$ cat src/mbs_pkg.sv
// Purpose: Shared constants for the register space and boot sequencer
// Assumes: 250 MHz system clock
// Notes:   Offsets count from the interrupt controller base
package mbs_pkg;
    localparam int          CLK_MHZ            = 250;
    localparam logic [19:0] SPACE_TAG          = 20'hffff0;
    localparam logic [31:0] IRQ_BASE           = 32'hffff0000;
    localparam logic [31:0] SYS_BASE           = 32'hffff0200;
    localparam logic [31:0] TMR_BASE           = 32'hffff0300;
    localparam logic [11:0] OFF_IRQ_ACTIVE     = 12'h000;
    localparam logic [11:0] OFF_IRQ_RAW        = 12'h004;
    localparam logic [11:0] OFF_IRQ_EN         = 12'h008;
    localparam logic [11:0] OFF_IRQ_DIS        = 12'h00c;
    localparam logic [11:0] OFF_SWI_CFG        = 12'h010;
    localparam logic [11:0] OFF_FIQ_ACTIVE     = 12'h100;
    localparam logic [11:0] OFF_FIQ_RAW        = 12'h104;
    localparam logic [11:0] OFF_FIQ_EN         = 12'h108;
    localparam logic [11:0] OFF_FIQ_DIS        = 12'h10c;
    localparam logic [11:0] OFF_REMAP          = 12'h220;
    localparam logic [11:0] OFF_RST_STAT       = 12'h230;
    localparam logic [11:0] OFF_RST_CLR        = 12'h234;
    localparam logic [11:0] OFF_SER_LO         = 12'h238;
    localparam logic [11:0] OFF_SER_HI         = 12'h23c;
    localparam logic [11:0] OFF_CHKSUM         = 12'h240;
    localparam logic [11:0] OFF_T0_RELOAD      = 12'h300;
    localparam logic [11:0] OFF_T0_CNT_LO      = 12'h304;
    localparam logic [11:0] OFF_T0_CNT_HI      = 12'h308;
    localparam logic [11:0] OFF_T0_CTRL        = 12'h30c;
    localparam logic [11:0] OFF_T0_ICLR        = 12'h310;
    localparam logic [11:0] OFF_T0_CAP         = 12'h314;
    localparam logic [11:0] OFF_T1_RELOAD      = 12'h320;
    localparam logic [11:0] OFF_T1_CNT         = 12'h324;
    localparam logic [11:0] OFF_T1_CTRL        = 12'h328;
    localparam logic [11:0] OFF_T1_ICLR        = 12'h32c;
    localparam logic [11:0] OFF_T1_CAP         = 12'h330;
    localparam logic [31:0] RST_T1_CTRL        = 32'h01000000;
    localparam logic [31:0] RST_ZERO           = 32'h00000000;
    // Arbitrary neutral boot firmware revision
    localparam logic [31:0] RST_FW_REVISION    = 32'h00000101;
    localparam logic [1:0]  SIZE_BYTE          = 2'h0;
    localparam logic [1:0]  SIZE_HALF          = 2'h1;
    localparam logic [1:0]  SIZE_WORD          = 2'h2;
    localparam int          POR_BIT            = 0;
    localparam int          CAL_WORDS          = 8;
    localparam logic [31:0] BOOT_REGION_SIZE   = 32'h00000800;
    localparam logic [31:0] CODE_TOP           = 32'h00098000;
    localparam logic [31:0] BOOT_REGION_BASE   = CODE_TOP - BOOT_REGION_SIZE;
    localparam int          BOOT_TIME_US       = 5000;
    localparam int          WDOG_BOOT_MS       = 30;
    localparam int          DL_REFRESH_US      = 1000;
    localparam int          BOOT_CYCLES        = BOOT_TIME_US * CLK_MHZ;
    localparam int          WDOG_BOOT_CYCLES   = WDOG_BOOT_MS * 1000 * CLK_MHZ;
    localparam int          DL_REFRESH_CYCLES  = DL_REFRESH_US * CLK_MHZ;
    typedef enum logic [2:0] {B_CAPTURE, B_COPY, B_WAIT, B_DOWNLOAD, B_USER} mbs_boot_e;
endpackage : mbs_pkg

$ cat src/mbs_watchdog.sv
// Purpose: Down-counting watchdog used while booting and by user code
// Assumes: Load value is stable while enabled
// Notes:   Expiry is a one-cycle pulse; the counter then reloads
`timescale 1ns/1ps
module mbs_watchdog (
    input  wire logic        clock,      // System clock
    input  wire logic        sys_rst,    // Async reset, active high
    input  wire logic        enable,     // Count while high
    input  wire logic [23:0] load,       // Timeout in cycles
    input  wire logic        refresh,    // Restart pulse
    output logic             expired,    // Timeout pulse
    output logic [23:0]      count       // Remaining cycles
);
    always_ff @(posedge clock or posedge sys_rst) begin
        if (sys_rst) begin
            count <= 24'h000000;
        end else if (!enable || refresh || count == 24'h000000) begin
            count <= load;
        end else begin
            count <= count - 24'h000001;
        end
    end

    always_ff @(posedge clock or posedge sys_rst) begin
        if (sys_rst) begin
            expired <= 1'b0;
        end else begin
            expired <= enable && !refresh && count == 24'h000001;
        end
    end
endmodule : mbs_watchdog

$ cat src/mbs_mmr_boot.sv
// What this block does
// Boot firmware lives in top 2 kB
// Every reset copies calibration into peripherals
// Boot may leave some registers non-default
// Second serial register shows firmware revision
// Watchdog runs 30 ms during boot
// Watchdog off after power-on boot exit
// Other resets keep user watchdog, refresh at exit
// User watchdog timeout must be 30 ms+
// Download mode refreshes watchdog periodically
// Normal boot lasts about 5 ms
// Download mode left only by reset
// SRAM untouched unless downloading
// Registers decoded in top 4 kB only; the code decodes the 4 kB page at ffff0000 instead
// Word access works on any register
// Read data little-endian aligned
// Halfword write zeroes upper sixteen bits
// Halfword read returns sixteen bits only
// Software avoids halfword access to words
// Interrupt, system, timer bases fixed
// Disable registers clear selected enables
// Reset clear register clears selected flags
// Write-only and unmapped reads return zero
// Purpose: Peripheral register space decode plus post-reset boot sequencer
// Assumes: Core bus is same-clock logic; one access per cycle, answered next cycle
// Notes:   Calibration store is combinational on calAddr
`timescale 1ns/1ps
module mbs_mmr_boot #(
    parameter int BOOT_CYCLES       = mbs_pkg::BOOT_CYCLES,
    parameter int WDOG_BOOT_CYCLES  = mbs_pkg::WDOG_BOOT_CYCLES,
    parameter int DL_REFRESH_CYCLES = mbs_pkg::DL_REFRESH_CYCLES
) (
    input  wire logic        clock,            // System clock
    input  wire logic        sys_rst,          // Async reset, active high
    input  wire logic        busSel,           // Access request
    input  wire logic        busWrite,         // 1 store, 0 load
    input  wire logic [1:0]  busSize,          // 0 byte, 1 half, 2 word
    input  wire logic [31:0] busAddr,          // Byte address
    input  wire logic [31:0] busWdata,         // Store data
    output logic [31:0]      busRdata,         // Load data
    output logic             busReady,         // Answer pulse
    input  wire logic [31:0] irqRaw,           // Raw normal interrupt sources
    input  wire logic [31:0] fiqRaw,           // Raw fast interrupt sources
    output logic [31:0]      irqActive,        // Enabled active sources
    output logic [31:0]      fiqActive,        // Enabled active fast sources
    output logic [31:0]      softIrq,          // Software interrupt config
    input  wire logic [15:0] t0CountLo,        // Timer 0 count low
    input  wire logic [31:0] t0CountHi,        // Timer 0 count high
    input  wire logic [31:0] t1CountIn,        // Timer 1 count
    input  wire logic [31:0] t1CaptureIn,      // Timer 1 capture
    output logic [15:0]      t0Reload,         // Timer 0 reload
    output logic [31:0]      t0Control,        // Timer 0 control
    output logic [15:0]      t0Capture,        // Timer 0 capture
    output logic [31:0]      t1Reload,         // Timer 1 reload
    output logic [31:0]      t1Control,        // Timer 1 control
    output logic             t0IrqClear,       // Timer 0 clear pulse
    output logic             t1IrqClear,       // Timer 1 clear pulse
    output logic [7:0]       remapSel,         // Memory remap control
    input  wire logic [7:0]  resetCauseIn,     // Reset cause, bit 0 power-on
    output logic [31:0]      calAddr,          // Calibration read address
    input  wire logic [31:0] calData,          // Calibration word
    output logic [2:0]       calIndex,         // Peripheral trim index
    output logic [31:0]      calValue,         // Trim value
    output logic             calWrite,         // Trim load pulse
    input  wire logic        dlRequestPin,     // Download request pin
    input  wire logic        userWdogEnable,   // User watchdog enable
    input  wire logic [23:0] userWdogLoad,     // User watchdog timeout
    input  wire logic        userWdogRefresh,  // User watchdog kick
    output logic             wdogReset,        // Watchdog expiry pulse
    output logic             booting,          // Boot sequence running
    output logic             downloadMode,     // Serial download active
    output logic             sramWriteAllow    // Boot may write SRAM
);
    mbs_pkg::mbs_boot_e state;
    logic [31:0] irqEnable, fiqEnable, serialLo, serialHi, checksum;
    logic [7:0]  resetStatus;
    logic        porBoot, dlMeta, dlReq, exitRefresh, dlRefresh, wdogRun;
    logic [23:0] bootCount, dlCount, wdogLoad, wdogCount;
    logic [11:0] off;
    logic        inSpace, wr, rd;
    logic [31:0] wv, readVal;

    // Narrow stores fill the low lanes and zero the rest
    function automatic logic [31:0] shapeWrite(input logic [31:0] d, input logic [1:0] sz);
        case (sz)
            mbs_pkg::SIZE_BYTE: shapeWrite = {24'h000000, d[7:0]};
            mbs_pkg::SIZE_HALF: shapeWrite = {16'h0000, d[15:0]};
            default:            shapeWrite = d;
        endcase
    endfunction : shapeWrite

    function automatic logic [31:0] shapeRead(input logic [31:0] d, input logic [1:0] sz);
        case (sz)
            mbs_pkg::SIZE_BYTE: shapeRead = {24'h000000, d[7:0]};
            mbs_pkg::SIZE_HALF: shapeRead = {16'h0000, d[15:0]};
            default:            shapeRead = d;
        endcase
    endfunction : shapeRead

    assign inSpace = busAddr[31:12] == mbs_pkg::SPACE_TAG;
    assign off     = busAddr[11:0];
    assign wr      = busSel && busWrite && inSpace;
    assign rd      = busSel && !busWrite && inSpace;
    assign wv      = shapeWrite(busWdata, busSize);
    assign irqActive = irqRaw & irqEnable;
    assign fiqActive = fiqRaw & fiqEnable;
    assign booting = state != mbs_pkg::B_USER;
    assign downloadMode = state == mbs_pkg::B_DOWNLOAD;
    assign sramWriteAllow = downloadMode;

    always_ff @(posedge clock or posedge sys_rst) begin
        if (sys_rst) begin
            irqEnable <= mbs_pkg::RST_ZERO;
            fiqEnable <= mbs_pkg::RST_ZERO;
            softIrq   <= mbs_pkg::RST_ZERO;
        end else if (wr) begin
            case (off)
                mbs_pkg::OFF_IRQ_EN:  irqEnable <= irqEnable | wv;
                mbs_pkg::OFF_IRQ_DIS: irqEnable <= irqEnable & ~wv;
                mbs_pkg::OFF_FIQ_EN:  fiqEnable <= fiqEnable | wv;
                mbs_pkg::OFF_FIQ_DIS: fiqEnable <= fiqEnable & ~wv;
                mbs_pkg::OFF_SWI_CFG: softIrq <= wv;
                default: begin
                end
            endcase
        end
    end

    // Cause is caught on the first edge after release, never under reset
    always_ff @(posedge clock or posedge sys_rst) begin
        if (sys_rst) begin
            resetStatus <= 8'h00;
            porBoot     <= 1'b0;
        end else if (state == mbs_pkg::B_CAPTURE) begin
            resetStatus <= resetCauseIn;
            porBoot     <= resetCauseIn[mbs_pkg::POR_BIT];
        end else if (wr && off == mbs_pkg::OFF_RST_CLR) begin
            resetStatus <= resetStatus & ~wv[7:0];
        end else if (wr && off == mbs_pkg::OFF_RST_STAT) begin
            resetStatus <= resetStatus | wv[7:0];
        end
    end

    always_ff @(posedge clock or posedge sys_rst) begin
        if (sys_rst) begin
            remapSel <= 8'h00;
            serialLo <= mbs_pkg::RST_ZERO;
            serialHi <= mbs_pkg::RST_FW_REVISION;
        end else if (wr) begin
            case (off)
                mbs_pkg::OFF_REMAP:  remapSel <= wv[7:0];
                mbs_pkg::OFF_SER_LO: serialLo <= wv;
                mbs_pkg::OFF_SER_HI: serialHi <= wv;
                default: begin
                end
            endcase
        end
    end

    // Boot owns the checksum while it copies; stores win afterwards
    always_ff @(posedge clock or posedge sys_rst) begin
        if (sys_rst) begin
            checksum <= mbs_pkg::RST_ZERO;
        end else if (state == mbs_pkg::B_CAPTURE) begin
            checksum <= mbs_pkg::RST_ZERO;
        end else if (state == mbs_pkg::B_COPY) begin
            checksum <= checksum + calData;
        end else if (wr && off == mbs_pkg::OFF_CHKSUM) begin
            checksum <= wv;
        end
    end

    always_ff @(posedge clock or posedge sys_rst) begin
        if (sys_rst) begin
            t0Reload  <= 16'h0000;
            t0Control <= mbs_pkg::RST_ZERO;
            t0Capture <= 16'h0000;
            t1Reload  <= mbs_pkg::RST_ZERO;
            t1Control <= mbs_pkg::RST_T1_CTRL;
        end else if (wr) begin
            case (off)
                mbs_pkg::OFF_T0_RELOAD: t0Reload  <= wv[15:0];
                mbs_pkg::OFF_T0_CTRL:   t0Control <= wv;
                mbs_pkg::OFF_T0_CAP:    t0Capture <= wv[15:0];
                mbs_pkg::OFF_T1_RELOAD: t1Reload  <= wv;
                mbs_pkg::OFF_T1_CTRL:   t1Control <= wv;
                default: begin
                end
            endcase
        end
    end

    always_ff @(posedge clock or posedge sys_rst) begin
        if (sys_rst) begin
            t0IrqClear <= 1'b0;
            t1IrqClear <= 1'b0;
        end else begin
            t0IrqClear <= wr && off == mbs_pkg::OFF_T0_ICLR;
            t1IrqClear <= wr && off == mbs_pkg::OFF_T1_ICLR;
        end
    end

    always_comb begin
        case (off)
            mbs_pkg::OFF_IRQ_ACTIVE: readVal = irqActive;
            mbs_pkg::OFF_IRQ_RAW:    readVal = irqRaw;
            mbs_pkg::OFF_IRQ_EN:     readVal = irqEnable;
            mbs_pkg::OFF_FIQ_ACTIVE: readVal = fiqActive;
            mbs_pkg::OFF_FIQ_RAW:    readVal = fiqRaw;
            mbs_pkg::OFF_FIQ_EN:     readVal = fiqEnable;
            mbs_pkg::OFF_REMAP:      readVal = {24'h000000, remapSel};
            mbs_pkg::OFF_RST_STAT:   readVal = {24'h000000, resetStatus};
            mbs_pkg::OFF_SER_LO:     readVal = serialLo;
            mbs_pkg::OFF_SER_HI:     readVal = serialHi;
            mbs_pkg::OFF_CHKSUM:     readVal = checksum;
            mbs_pkg::OFF_T0_RELOAD:  readVal = {16'h0000, t0Reload};
            mbs_pkg::OFF_T0_CNT_LO:  readVal = {16'h0000, t0CountLo};
            mbs_pkg::OFF_T0_CNT_HI:  readVal = t0CountHi;
            mbs_pkg::OFF_T0_CTRL:    readVal = t0Control;
            mbs_pkg::OFF_T0_CAP:     readVal = {16'h0000, t0Capture};
            mbs_pkg::OFF_T1_RELOAD:  readVal = t1Reload;
            mbs_pkg::OFF_T1_CNT:     readVal = t1CountIn;
            mbs_pkg::OFF_T1_CTRL:    readVal = t1Control;
            mbs_pkg::OFF_T1_CAP:     readVal = t1CaptureIn;
            default:                 readVal = mbs_pkg::RST_ZERO;
        endcase
    end

    // Loads outside the page answer zero so the core never hangs
    always_ff @(posedge clock or posedge sys_rst) begin
        if (sys_rst) begin
            busRdata <= mbs_pkg::RST_ZERO;
            busReady <= 1'b0;
        end else begin
            busReady <= busSel;
            if (busSel) begin
                busRdata <= rd ? shapeRead(readVal, busSize) : mbs_pkg::RST_ZERO;
            end
        end
    end

    always_ff @(posedge clock or posedge sys_rst) begin
        if (sys_rst) begin
            dlMeta <= 1'b0;
            dlReq  <= 1'b0;
        end else begin
            dlMeta <= dlRequestPin;
            dlReq  <= dlMeta;
        end
    end

    always_ff @(posedge clock or posedge sys_rst) begin
        if (sys_rst) begin
            state     <= mbs_pkg::B_CAPTURE;
            calIndex  <= 3'h0;
            bootCount <= 24'h000000;
        end else begin
            if (state != mbs_pkg::B_DOWNLOAD && state != mbs_pkg::B_USER) begin
                bootCount <= bootCount + 24'h000001;
            end
            case (state)
                mbs_pkg::B_CAPTURE: state <= mbs_pkg::B_COPY;
                mbs_pkg::B_COPY: begin
                    calIndex <= calIndex + 3'h1;
                    if (calIndex == 3'(mbs_pkg::CAL_WORDS - 1)) begin
                        state <= mbs_pkg::B_WAIT;
                    end
                end
                mbs_pkg::B_WAIT: begin
                    if (dlReq) begin
                        state <= mbs_pkg::B_DOWNLOAD;
                    end else if (bootCount >= 24'(BOOT_CYCLES - 1)) begin
                        state <= mbs_pkg::B_USER;
                    end
                end
                mbs_pkg::B_DOWNLOAD: state <= mbs_pkg::B_DOWNLOAD;
                mbs_pkg::B_USER:     state <= mbs_pkg::B_USER;
                default:             state <= mbs_pkg::B_CAPTURE;
            endcase
        end
    end

    assign calAddr = mbs_pkg::BOOT_REGION_BASE + {27'h0000000, calIndex, 2'h0};

    always_ff @(posedge clock or posedge sys_rst) begin
        if (sys_rst) begin
            calValue <= mbs_pkg::RST_ZERO;
            calWrite <= 1'b0;
        end else begin
            calWrite <= state == mbs_pkg::B_COPY;
            if (state == mbs_pkg::B_COPY) begin
                calValue <= calData;
            end
        end
    end

    always_ff @(posedge clock or posedge sys_rst) begin
        if (sys_rst) begin
            exitRefresh <= 1'b0;
            dlRefresh   <= 1'b0;
            dlCount     <= 24'h000000;
        end else begin
            exitRefresh <= state == mbs_pkg::B_WAIT && !dlReq && !porBoot
                           && bootCount >= 24'(BOOT_CYCLES - 1);
            dlRefresh   <= downloadMode && dlCount == 24'(DL_REFRESH_CYCLES - 1);
            if (!downloadMode || dlCount == 24'(DL_REFRESH_CYCLES - 1)) begin
                dlCount <= 24'h000000;
            end else begin
                dlCount <= dlCount + 24'h000001;
            end
        end
    end

    // After power-on the user enable resets low, so exit leaves it off
    assign wdogRun  = (booting && porBoot) || userWdogEnable;
    assign wdogLoad = (booting && porBoot) ? 24'(WDOG_BOOT_CYCLES) : userWdogLoad;

    mbs_watchdog u_wdog (
        .clock   (clock),
        .sys_rst (sys_rst),
        .enable  (wdogRun),
        .load    (wdogLoad),
        .refresh (exitRefresh || dlRefresh || userWdogRefresh),
        .expired (wdogReset),
        .count   (wdogCount)
    );
endmodule : mbs_mmr_boot

$ cat config.mk
export PLATFORM = sky130hd
export DESIGN_NAME = mbs_mmr_boot
export DESIGN_NICKNAME = d
export VERILOG_FILES = /design/src/mbs_pkg.sv /design/src/mbs_watchdog.sv /design/src/mbs_mmr_boot.sv
export SDC_FILE = /design/constraint.sdc
export NUM_CORES = 1
export LEC_CHECK = 0
export BUFFER_PORTS_ARGS = -buffer_cell sky130_fd_sc_hd__buf_2
export CORE_ASPECT_RATIO = 1.5
export CORE_MARGIN = 5
export CORE_UTILIZATION = 35
export CTS_CLUSTER_DIAMETER = 50
export DETAILED_ROUTE_END_ITERATION = 7
export PLACE_DENSITY = 0.54
export SLEW_MARGIN = 0
export SYNTH_ARGS = -nofsm -noshare
export SYNTH_HDL_FRONTEND = slang
export SYNTH_HIERARCHICAL = 1
export SYNTH_SLANG_ARGS = --single-unit
$ cat constraint.sdc
create_clock -name clock -period 16.3 [get_ports clock]
set_input_delay 1.63 -clock clock [delete_from_list [all_inputs] [get_ports clock]]
set_output_delay 1.63 -clock clock [all_outputs]
set_load 0.01 [all_outputs]
==> impl_metrics.sql, run 1 <==
INSERT INTO impl_metrics (metric_group, metric, value, unit) VALUES
('logic_synthesis', 'yosysWarnings', '6', ''),
('worst_setup_path', 'timing.reg2reg.worst_path_depth', '11', ''),
('worst_setup_path', 'endpoint_kind', 'register', ''),
('logic_synthesis', 'post_synth_main_area_contributors', 'sky130_fd_sc_hd__dfrtp_1 (48%), sky130_fd_sc_hd__nand2_1 (6.1%), sky130_fd_sc_hd__o21ai_0 (4.9%)', ''),
('finish', 'final_net_count', '3574', ''),
('finish', 'fin_util', '43.79', '%'),
('clocking', 'cts_inserted_buffers', '61', ''),
('timing', 'fin_setup_tns', '0', 'ns'),
('global_route', 'grt_util_met2', '52.79', '%'),
('clocking', 'ctsHoldBuffers', '0', ''),
('global_route', 'initial_antenna_violation_count', '16', ''),
('floorplan', 'initial_core_util', '35.37', '%'),
('timing', 'count_of_final_max_slew_check_failures', '0', ''),
('global_route', 'grt_first_pass_wirelength', '182.4', 'mm'),
('floorplan', 'floorplan.die_area', '77980', 'um2'),
('timing', 'fin_skew', '0.03307', 'ns'),
('pwr', 'pwr-share-clk', '42.2', '%'),
('global_route', 'grtUsageMet3', '6.731', '%'),
('timing', 'whs', '0.3884', 'ns'),
('clocking', 'cts.root.buffer_cell', 'sky130_fd_sc_hd__clkbuf_16', ''),
('finish', 'flow.area_growth_from_synthesis', '23.80', '%'),
('timing', 'timing.fmax', '0.1948', 'GHz'),
('logic_synthesis', 'post-synth-top-count-cell', 'sky130_fd_sc_hd__dfrtp_1', ''),
('placement', 'buffer_ports.inserted', '622', ''),
('floorplan', 'core.rowCount', '120', ''),
('timing', 'finalCriticalPeriod', '5.134', 'ns'),
('logic_synthesis', 'list_of_most_frequent_post_synthesis_cells', 'sky130_fd_sc_hd__dfrtp_1 (485), sky130_fd_sc_hd__nand2_1 (412), sky130_fd_sc_hd__o21ai_0 (250)', ''),
('run_status', 'outcome', 'complete, no violations', ''),
('pwr', 'p_leak', '15.49', 'nW'),
('clocking', 'post_cts_setup_buffers', '0', ''),
('global_route', 'globalRoute.totalOverflow', '0', ''),
('logic_synthesis', 'postSynth.asyncResetShare', '100.0', '%'),
('floorplan', 'io_pins', '652', ''),
('routing', 'viasPerCell', '5.928', ''),
('timing', 'hold_viol', '0', ''),
('clocking', 'tritoncts', 'built', ''),
('clocking', 'clkLatencyLatePin', '0.65', 'ns'),
('timing', 'post-route-period-util', '31.49', '%'),
('logic_synthesis', 'synth_cells', '2682', ''),
('min_path', 'timing.hold.worst.start', 'dlMeta$_DFF_PP0_', ''),
('worst_setup_path', 'worst_ep_required_time', '16.83', 'ns'),
('flow_run', 'cap_viol_max_count', '0', ''),
('finish', 'fillers', '7144', ''),
('placement', 'dp.final_hpwl', '94.88', 'mm'),
('pwr', 'power.switching_fraction', '30.93', '%'),
('logic_synthesis', 'postSynthAreaPerCell', '9.446', 'um2'),
('logic_synthesis', 'post_synth_instance_area', '25330', 'um2'),
('routing', 'ant_nets', '0', ''),
('worst_setup_path', 'reg2reg_setup_slack', '12.55', 'ns'),
('clocking', 'clk_pin_slew_worst_paths', '0.06', 'ns'),
('routing', 'postRouteWirelength', '128.6', 'mm'),
('routing', 'firstDrtPassIters', '6', ''),
('logic_synthesis', 'yosys_register_bits', '488', ''),
('global_route', 'grt_start_max_net_pins', '111', ''),
('floorplan', 'die_width', '229.7', 'um'),
('global_route', 'most_used_routing_layer', 'met2', ''),
('global_route', 'grt_util_met1', '37.99', '%'),
('worst_setup_path', 'rr_startpoint', 'checksum[0]$_DFFE_PP0P_', ''),
('worst_setup_path', 'critical_path.max_fanout', '40', ''),
('routing', 'remaining_drcs', '0', ''),
('floorplan', 'floorplan.die.height', '339.5', 'um'),
('timing', 'max_slew.worst_pin.slew', '1.245', 'ns'),
('worst_setup_path', 'path_class', 'in -> reg', ''),
('global_route', 'globalRouteTotalUtil', '31.57', '%'),
('routing', 'vias', '24860', ''),
('worst_setup_path', 'arrival', '5.66', 'ns'),
('clocking', 'clock_sink_count', '488', ''),
('logic_synthesis', 'yosysTopAreaCellShare', '47.91', '%'),
('global_route', 'vias_in_the_first_global_route', '24730', ''),
('min_path', 'hold_path_class', 'reg -> reg', ''),
('logic_synthesis', 'postSynth.topFlopCell', 'sky130_fd_sc_hd__dfrtp_1', '');
[final cells by class]
cell class	count	area, um2	area share (%)
Antenna cell	6	15.01	0.04787
Clock buffer	85	1808	5.765
Clock inverter	28	337.8	1.077
Inverter	70	270.3	0.8617
Multi-Input combinational cell	1935	12110	38.61
Sequential cell	488	12220	38.95
Tap cell	915	1145	3.650
Timing Repair Buffer	666	3463	11.04
[worst max path at each step]
stage,from,endpoint,slack [ns],cells past startpoint
detailed placement,busAddr[1],t1Reload[4]$_DFFE_PP0P_,10.69,8
global route,busAddr[1],t1Reload[4]$_DFFE_PP0P_,11.19,8
global placement,busAddr[1],t1Reload[4]$_DFFE_PP0P_,10.82,8
finish,busAddr[1],t1Reload[4]$_DFFE_PP0P_,11.17,8
floorplan,sys_rst,asynchronous set/reset pin,1.76,1
CTS,busAddr[1],t1Reload[4]$_DFFE_PP0P_,11.27,8
[cell usage in the layout, fill, tap and decap left out, types with 14 or more instances in the layout]
master / n
sky130_fd_sc_hd__buf_2: 622
sky130_fd_sc_hd__dfrtp_1: 485
sky130_fd_sc_hd__nand2_1: 405
sky130_fd_sc_hd__o21ai_0: 250
sky130_fd_sc_hd__a22oi_1: 115
sky130_fd_sc_hd__a21oi_1: 105
sky130_fd_sc_hd__nor2_1: 97
sky130_fd_sc_hd__and2_1: 86
sky130_fd_sc_hd__mux2_2: 76
sky130_fd_sc_hd__inv_1: 68
sky130_fd_sc_hd__nand3_1: 65
sky130_fd_sc_hd__clkbuf_16: 62
sky130_fd_sc_hd__a21o_1: 53
sky130_fd_sc_hd__o22ai_1: 51
sky130_fd_sc_hd__xnor2_1: 47
sky130_fd_sc_hd__buf_4: 43
sky130_fd_sc_hd__ha_1: 38
sky130_fd_sc_hd__xor2_1: 37
sky130_fd_sc_hd__nand4_1: 35
sky130_fd_sc_hd__a31oi_1: 33
sky130_fd_sc_hd__a221oi_1: 32
sky130_fd_sc_hd__a22o_1: 31
sky130_fd_sc_hd__o31ai_1: 29
sky130_fd_sc_hd__conb_1: 29
sky130_fd_sc_hd__a211oi_1: 28
sky130_fd_sc_hd__nor3_1: 21
sky130_fd_sc_hd__a41oi_1: 21
sky130_fd_sc_hd__a222oi_1: 19
sky130_fd_sc_hd__clkbuf_8: 17
sky130_fd_sc_hd__nand2b_1: 16
sky130_fd_sc_hd__and3_1: 15
sky130_fd_sc_hd__mux2i_1: 15
sky130_fd_sc_hd__a2111oi_0: 14
sky130_fd_sc_hd__nor4_1: 14
[power groups by stage]
stage	clock [mW]	sequential [mW]	combinational [mW]
after CTS	1.47	1.38	0.604
after floorplan	0	1.34	0.425
final	1.45	1.38	0.608
after global placement	0	1.40	0.588
after global routing	1.52	1.38	0.670
after detailed placement	0	1.40	0.598
[per-stage QoR]
stage	instances	worst slack, ns	total power, mW	cell area, um2
2_1_floorplan	2709	1.764	1.764	25440
6_report	4193	11.17	3.437	31360
3_3_place_gp	4073	10.82	1.987	29180
4_1_cts	4187	11.27	3.454	31350
5_1_grt	4192	11.19	3.570	31360
3_5_place_dp	4074	10.69	2.000	29200
[metal layers]
layer  routed length [um]  vias to the layer above
li1                     -                    10780
met1                48200                    12300
met2                61250                     1460
met3                10530                      311
met4                 8582                        8
met5                   41                        -
[kinds of logic (layout without fill, tap and decap cells)]
| group | Yosys count | in the layout | share of synthesized area [%] |
|---|---|---|---|
| AOI/OAI and AO/OA | 839 | 839 | 21.84 |
| xor gates and xnor gates | 84 | 84 | 2.904 |
| adders and majority gates | 39 | 39 | 1.956 |
| buffers and inverters | 286 | 849 | 5.013 |
| DFF | 488 | 488 | 48.22 |
| muxes | 91 | 91 | 3.971 |
| other | 2 | 35 | 0.02964 |
| and+or+nand+nor | 853 | 853 | 16.07 |
[worst max-delay path: stages]
cell,delay [ns]
sky130_fd_sc_hd__buf_2,0.15
sky130_fd_sc_hd__nor3_4,0.83
sky130_fd_sc_hd__nand2_1,0.47
sky130_fd_sc_hd__nor3_2,0.86
sky130_fd_sc_hd__buf_4,0.55
sky130_fd_sc_hd__nand2_2,0.38
sky130_fd_sc_hd__buf_4,0.40
sky130_fd_sc_hd__mux2_2,0.35
Note: power is estimated with default switching activity, not from simulation.
==> inputs of run 2 (changes only) <==
- ABC_AREA: default -> 1
- PLACE_DENSITY: 0.54 -> 0.55
- clock period: 16.3 -> 4.2 ns (I/O delays scaled with it)
==> run 2 against run 1 <==
Against the previous run:
- cell count up 41%
- clock power rose to 4.1 times the previous value
- non-clock buffer count up 10
- hold slack worse by 0.33 ns
- global-route usage down 0.71 points
==> impl_metrics.sql, run 2 <==
INSERT INTO impl_metrics (metric_group, metric, value, unit) VALUES
('run_status', 'outcome', 'complete, no violations', ''),
('timing', 'hold_viol', '0', ''),
('timing', 'timing.fmax', '0.3918', 'GHz'),
('flow_run', 'cap_viol_max_count', '0', ''),
('min_path', 'hold-path-endpoint', 'calValue[29]$_DFFE_PP0P_', ''),
('logic_synthesis', 'yosysWarnings', '6', ''),
('timing', 'worst_slew_margin_rel', '19.64', '%'),
('worst_setup_path', 'reg2reg_setup_slack', '1.66', 'ns'),
('floorplan', 'floorplan.die_area', '88160', 'um2'),
('pwr', 'p_leak', '19.76', 'nW'),
('placement', 'dp.final_hpwl', '106.8', 'mm'),
('logic_synthesis', 'list_of_most_frequent_post_synthesis_cells', 'sky130_fd_sc_hd__nand2_1 (1726), sky130_fd_sc_hd__dfrtp_1 (485), sky130_fd_sc_hd__inv_1 (383)', ''),
('logic_synthesis', 'yosysTopAreaCellShare', '42.18', '%'),
('routing', 'firstDrtPassIters', '6', ''),
('logic_synthesis', 'post_synth_main_area_contributors', 'sky130_fd_sc_hd__dfrtp_1 (42%), sky130_fd_sc_hd__nand2_1 (23%), sky130_fd_sc_hd__nand3_1 (6.3%)', ''),
('worst_setup_path', 'worst_r2r_endpoint', 'checksum[31]$_DFFE_PP0P_', ''),
('logic_synthesis', 'postSynth.topFlopCell', 'sky130_fd_sc_hd__dfrtp_1', ''),
('worst_setup_path', 'endpoint_kind', 'register', ''),
('logic_synthesis', 'post-synth-top-count-cell', 'sky130_fd_sc_hd__nand2_1', ''),
('routing', 'remaining_drcs', '0', ''),
('worst_setup_path', 'path_class', 'in -> reg', ''),
('worst_setup_path', 'worst_ep_required_time', '4.75', 'ns'),
('clocking', 'cts_inserted_buffers', '66', ''),
('finish', 'ff_latch_area', '12220', 'um2'),
('logic_synthesis', 'ys_seq_area_share', '42.46', '%'),
('floorplan', 'initial_core_util', '35.37', '%'),
('global_route', 'vias_in_the_first_global_route', '29790', ''),
('routing', 'dr.first_iter.drc_count', '2899', ''),
('clocking', 'max-clock-path-buffers', '3', ''),
('placement', 'gpl.final_weighted_congestion', '0.9677', ''),
('logic_synthesis', 'synth_edf_count', '0', ''),
('finish', 'leading_cell_type_in_the_layout_fill_and_taps_excluded', 'sky130_fd_sc_hd__nand2_1', ''),
('routing', 'vias', '30960', ''),
('global_route', 'initial_antenna_violation_count', '21', ''),
('clocking', 'clk_pin_slew_worst_paths', '0.05', 'ns'),
('finish', 'flow.area_growth_from_synthesis', '22.18', '%'),
('timing', 'final_critical_path_setup_slack', '1.647', 'ns'),
('logic_synthesis', 'postSynthAreaPerCell', '6.820', 'um2'),
('clocking', 'clock_sink_count', '488', ''),
('timing', 'post-route-period-util', '60.78', '%'),
('clocking', 'post_cts_resize_count', '0', ''),
('timing', 'count_of_final_max_slew_check_failures', '0', ''),
('finish', 'drive_above_1_share', '18.53', '%'),
('global_route', 'globalRouteTotalUtil', '30.86', '%'),
('floorplan', 'core_region_area', '81360', 'um2'),
('finish', 'final_net_count', '5141', ''),
('finish', 'multi_input_area', '14200', 'um2'),
('logic_synthesis', 'post_synth_instance_area', '28770', 'um2'),
('timing', 'unrepaired_setup_endpoints_after_global_routing', 'false', ''),
('logic_synthesis', 'yosysUniqueCellTypes', '51', ''),
('global_route', 'globalRoute.totalOverflow', '0', ''),
('clocking', 'cts.root.buffer_cell', 'sky130_fd_sc_hd__clkbuf_16', ''),
('clocking', 'ctsHtreeMaxLevel', '3', ''),
('logic_synthesis', 'synth_cells', '4219', ''),
('worst_setup_path', 'critical_path.max_fanout', '21', ''),
('min_path', 'worstHoldPathCells', '3', ''),
('finish', 'fillers', '8631', ''),
('global_route', 'grt_start_max_net_pins', '101', ''),
('timing', 'fin_skew', '0.01380', 'ns'),
('routing', 'viasPerCell', '5.249', ''),
('timing', 'max_slew.worst_pin.slew', '1.202', 'ns'),
('floorplan', 'io_pins', '652', ''),
('clocking', 'clkLatencyLatePin', '0.62', 'ns'),
('floorplan', 'floorplan.die.height', '361.2', 'um'),
('logic_synthesis', 'synth_largest_area_cell', 'sky130_fd_sc_hd__dfrtp_1', ''),
('pwr', 'post-layout-total-power', '16.57', 'mW'),
('floorplan', 'core.rowCount', '128', ''),
('timing', 'setup_viol', '0', ''),
('floorplan', 'die_width', '244.1', 'um'),
('finish', 'mostFrequentLayoutCells', 'sky130_fd_sc_hd__nand2_1 (1724), sky130_fd_sc_hd__buf_2 (622), sky130_fd_sc_hd__dfrtp_1 (485), sky130_fd_sc_hd__inv_1 (381), sky130_fd_sc_hd__nand3_1 (360)', ''),
('worst_setup_path', 'rr_startpoint', 'state[2]$_DFFE_PP0P_', ''),
('worst_setup_path', 'timing.reg2reg.worst_path_depth', '8', ''),
('finish', 'fin_util', '43.21', '%'),
('routing', 'ant_nets', '0', ''),
('pwr', 'power_density', '471.2', 'nW/um2'),
('logic_synthesis', 'yosys_register_bits', '488', ''),
('min_path', 'hold_path_class', 'in -> reg', ''),
('timing', 'whs', '0.06037', 'ns'),
('pwr', 'irDropWorstVdd', '0.2931', 'mV'),
('worst_setup_path', 'arrival', '3.10', 'ns'),
('global_route', 'grt_first_pass_wirelength', '204.0', 'mm'),
('routing', 'postRouteWirelength', '141.6', 'mm'),
('clocking', 'tritoncts', 'built', ''),
('logic_synthesis', 'postSynth.asyncResetShare', '100.0', '%'),
('min_path', 'timing.hold.worst.start', 'calData[29]', ''),
('placement', 'buffer_ports.inserted', '622', ''),
('routing', 'routed_wire_length_per_instance', '24.00', 'um'),
('worst_setup_path', 'crit_path_start_kind', 'primary input', ''),
('placement', 'preCtsSetupSlack', '1.047', 'ns'),
('timing', 'finalCriticalPeriod', '2.553', 'ns');
[run 2: power breakdown]
part           leakage [nW]  internal [mW]  switching (mW)
sequential             6.60           5.24           0.496
clock                  1.12           3.60            2.38
combinational          12.0           1.52            3.33
[run 2: repair_timing]
| item | in CTS | in global routing |
|---|---|---|
| endpoints found under the hold margin | 15 | 0 |
| buffers inserted | 0 | 0 |
| hold buffers | 3 | 0 |
[run 2: worst max path at each step]
stage,start,endpoint,slack (ns)
2_1_floorplan,sys_rst,asynchronous set/reset pin,-2.48
3_3_place_gp,busAddr[1],checksum[26]$_DFFE_PP0P_,1.12
3_5_place_dp,busAddr[1],checksum[28]$_DFFE_PP0P_,1.05
4_1_cts,state[2]$_DFFE_PP0P_,checksum[22]$_DFFE_PP0P_,1.61
5_1_grt,dlCount[0]$_DFF_PP0_,dlCount[7]$_DFF_PP0_,1.43
6_report,busAddr[2],checksum[31]$_DFFE_PP0P_,1.65
[run 2: final cells by class]
class | instances | share of cell area (%)
Antenna cell | 17 | 0.1210
Clock buffer | 91 | 5.552
Timing Repair Buffer | 676 | 10.24
Inverter | 397 | 4.264
Tap cell | 1040 | 3.702
Clock inverter | 30 | 0.9610
Sequential cell | 488 | 34.75
Multi-Input combinational cell | 3160 | 40.41
[run 2: worst max-delay path, cell delays in order]
cell and delay [ns]:
sky130_fd_sc_hd__buf_2 0.13, sky130_fd_sc_hd__nor2_1 0.15, sky130_fd_sc_hd__nand2_2 0.17, sky130_fd_sc_hd__inv_4 0.41, sky130_fd_sc_hd__nand2_4 0.11, sky130_fd_sc_hd__nor2_4 0.11
sky130_fd_sc_hd__buf_4 0.32, sky130_fd_sc_hd__nand4_1 0.19, sky130_fd_sc_hd__nand2_2 0.30, sky130_fd_sc_hd__nand2_2 0.42, sky130_fd_sc_hd__nor2_1 0.22, sky130_fd_sc_hd__nand2_1 0.07
sky130_fd_sc_hd__nand2_1 0.05
[run 2: through the flow]
stage / cell area (um2) / setup TNS, ns / std cells
floorplan: 28880 / -1145.10 / 4246
global route: 35130 / 0 / 5891
detailed placement: 32790 / 0 / 5758
global placement: 32790 / 0 / 5758
CTS: 35110 / 0 / 5882
finish: 35150 / 0 / 5899
[run 2: kinds of logic (layout without fill, tap and decap cells)]
kind of cell / count (synthesis) / after routing / share of synthesized area, %
xor+xnor: 41 / 41 / 1.248
compound gates: 413 / 413 / 7.340
simple gates: 2638 / 2638 / 38.37
buf+inv: 598 / 1194 / 8.841
other cells: 2 / 46 / 0.02610
flops: 488 / 488 / 42.46
fa+ha+maj: 39 / 39 / 1.722
[run 2: metal layers]
metal	track usage, %	vias to the layer above	part of all wire, %
li1	-	14440	-
met1	39.02	14690	40
met2	51.17	1524	47
met3	7.023	305	8.9
met4	12.62	4	4.4
met5	0	-	0.018
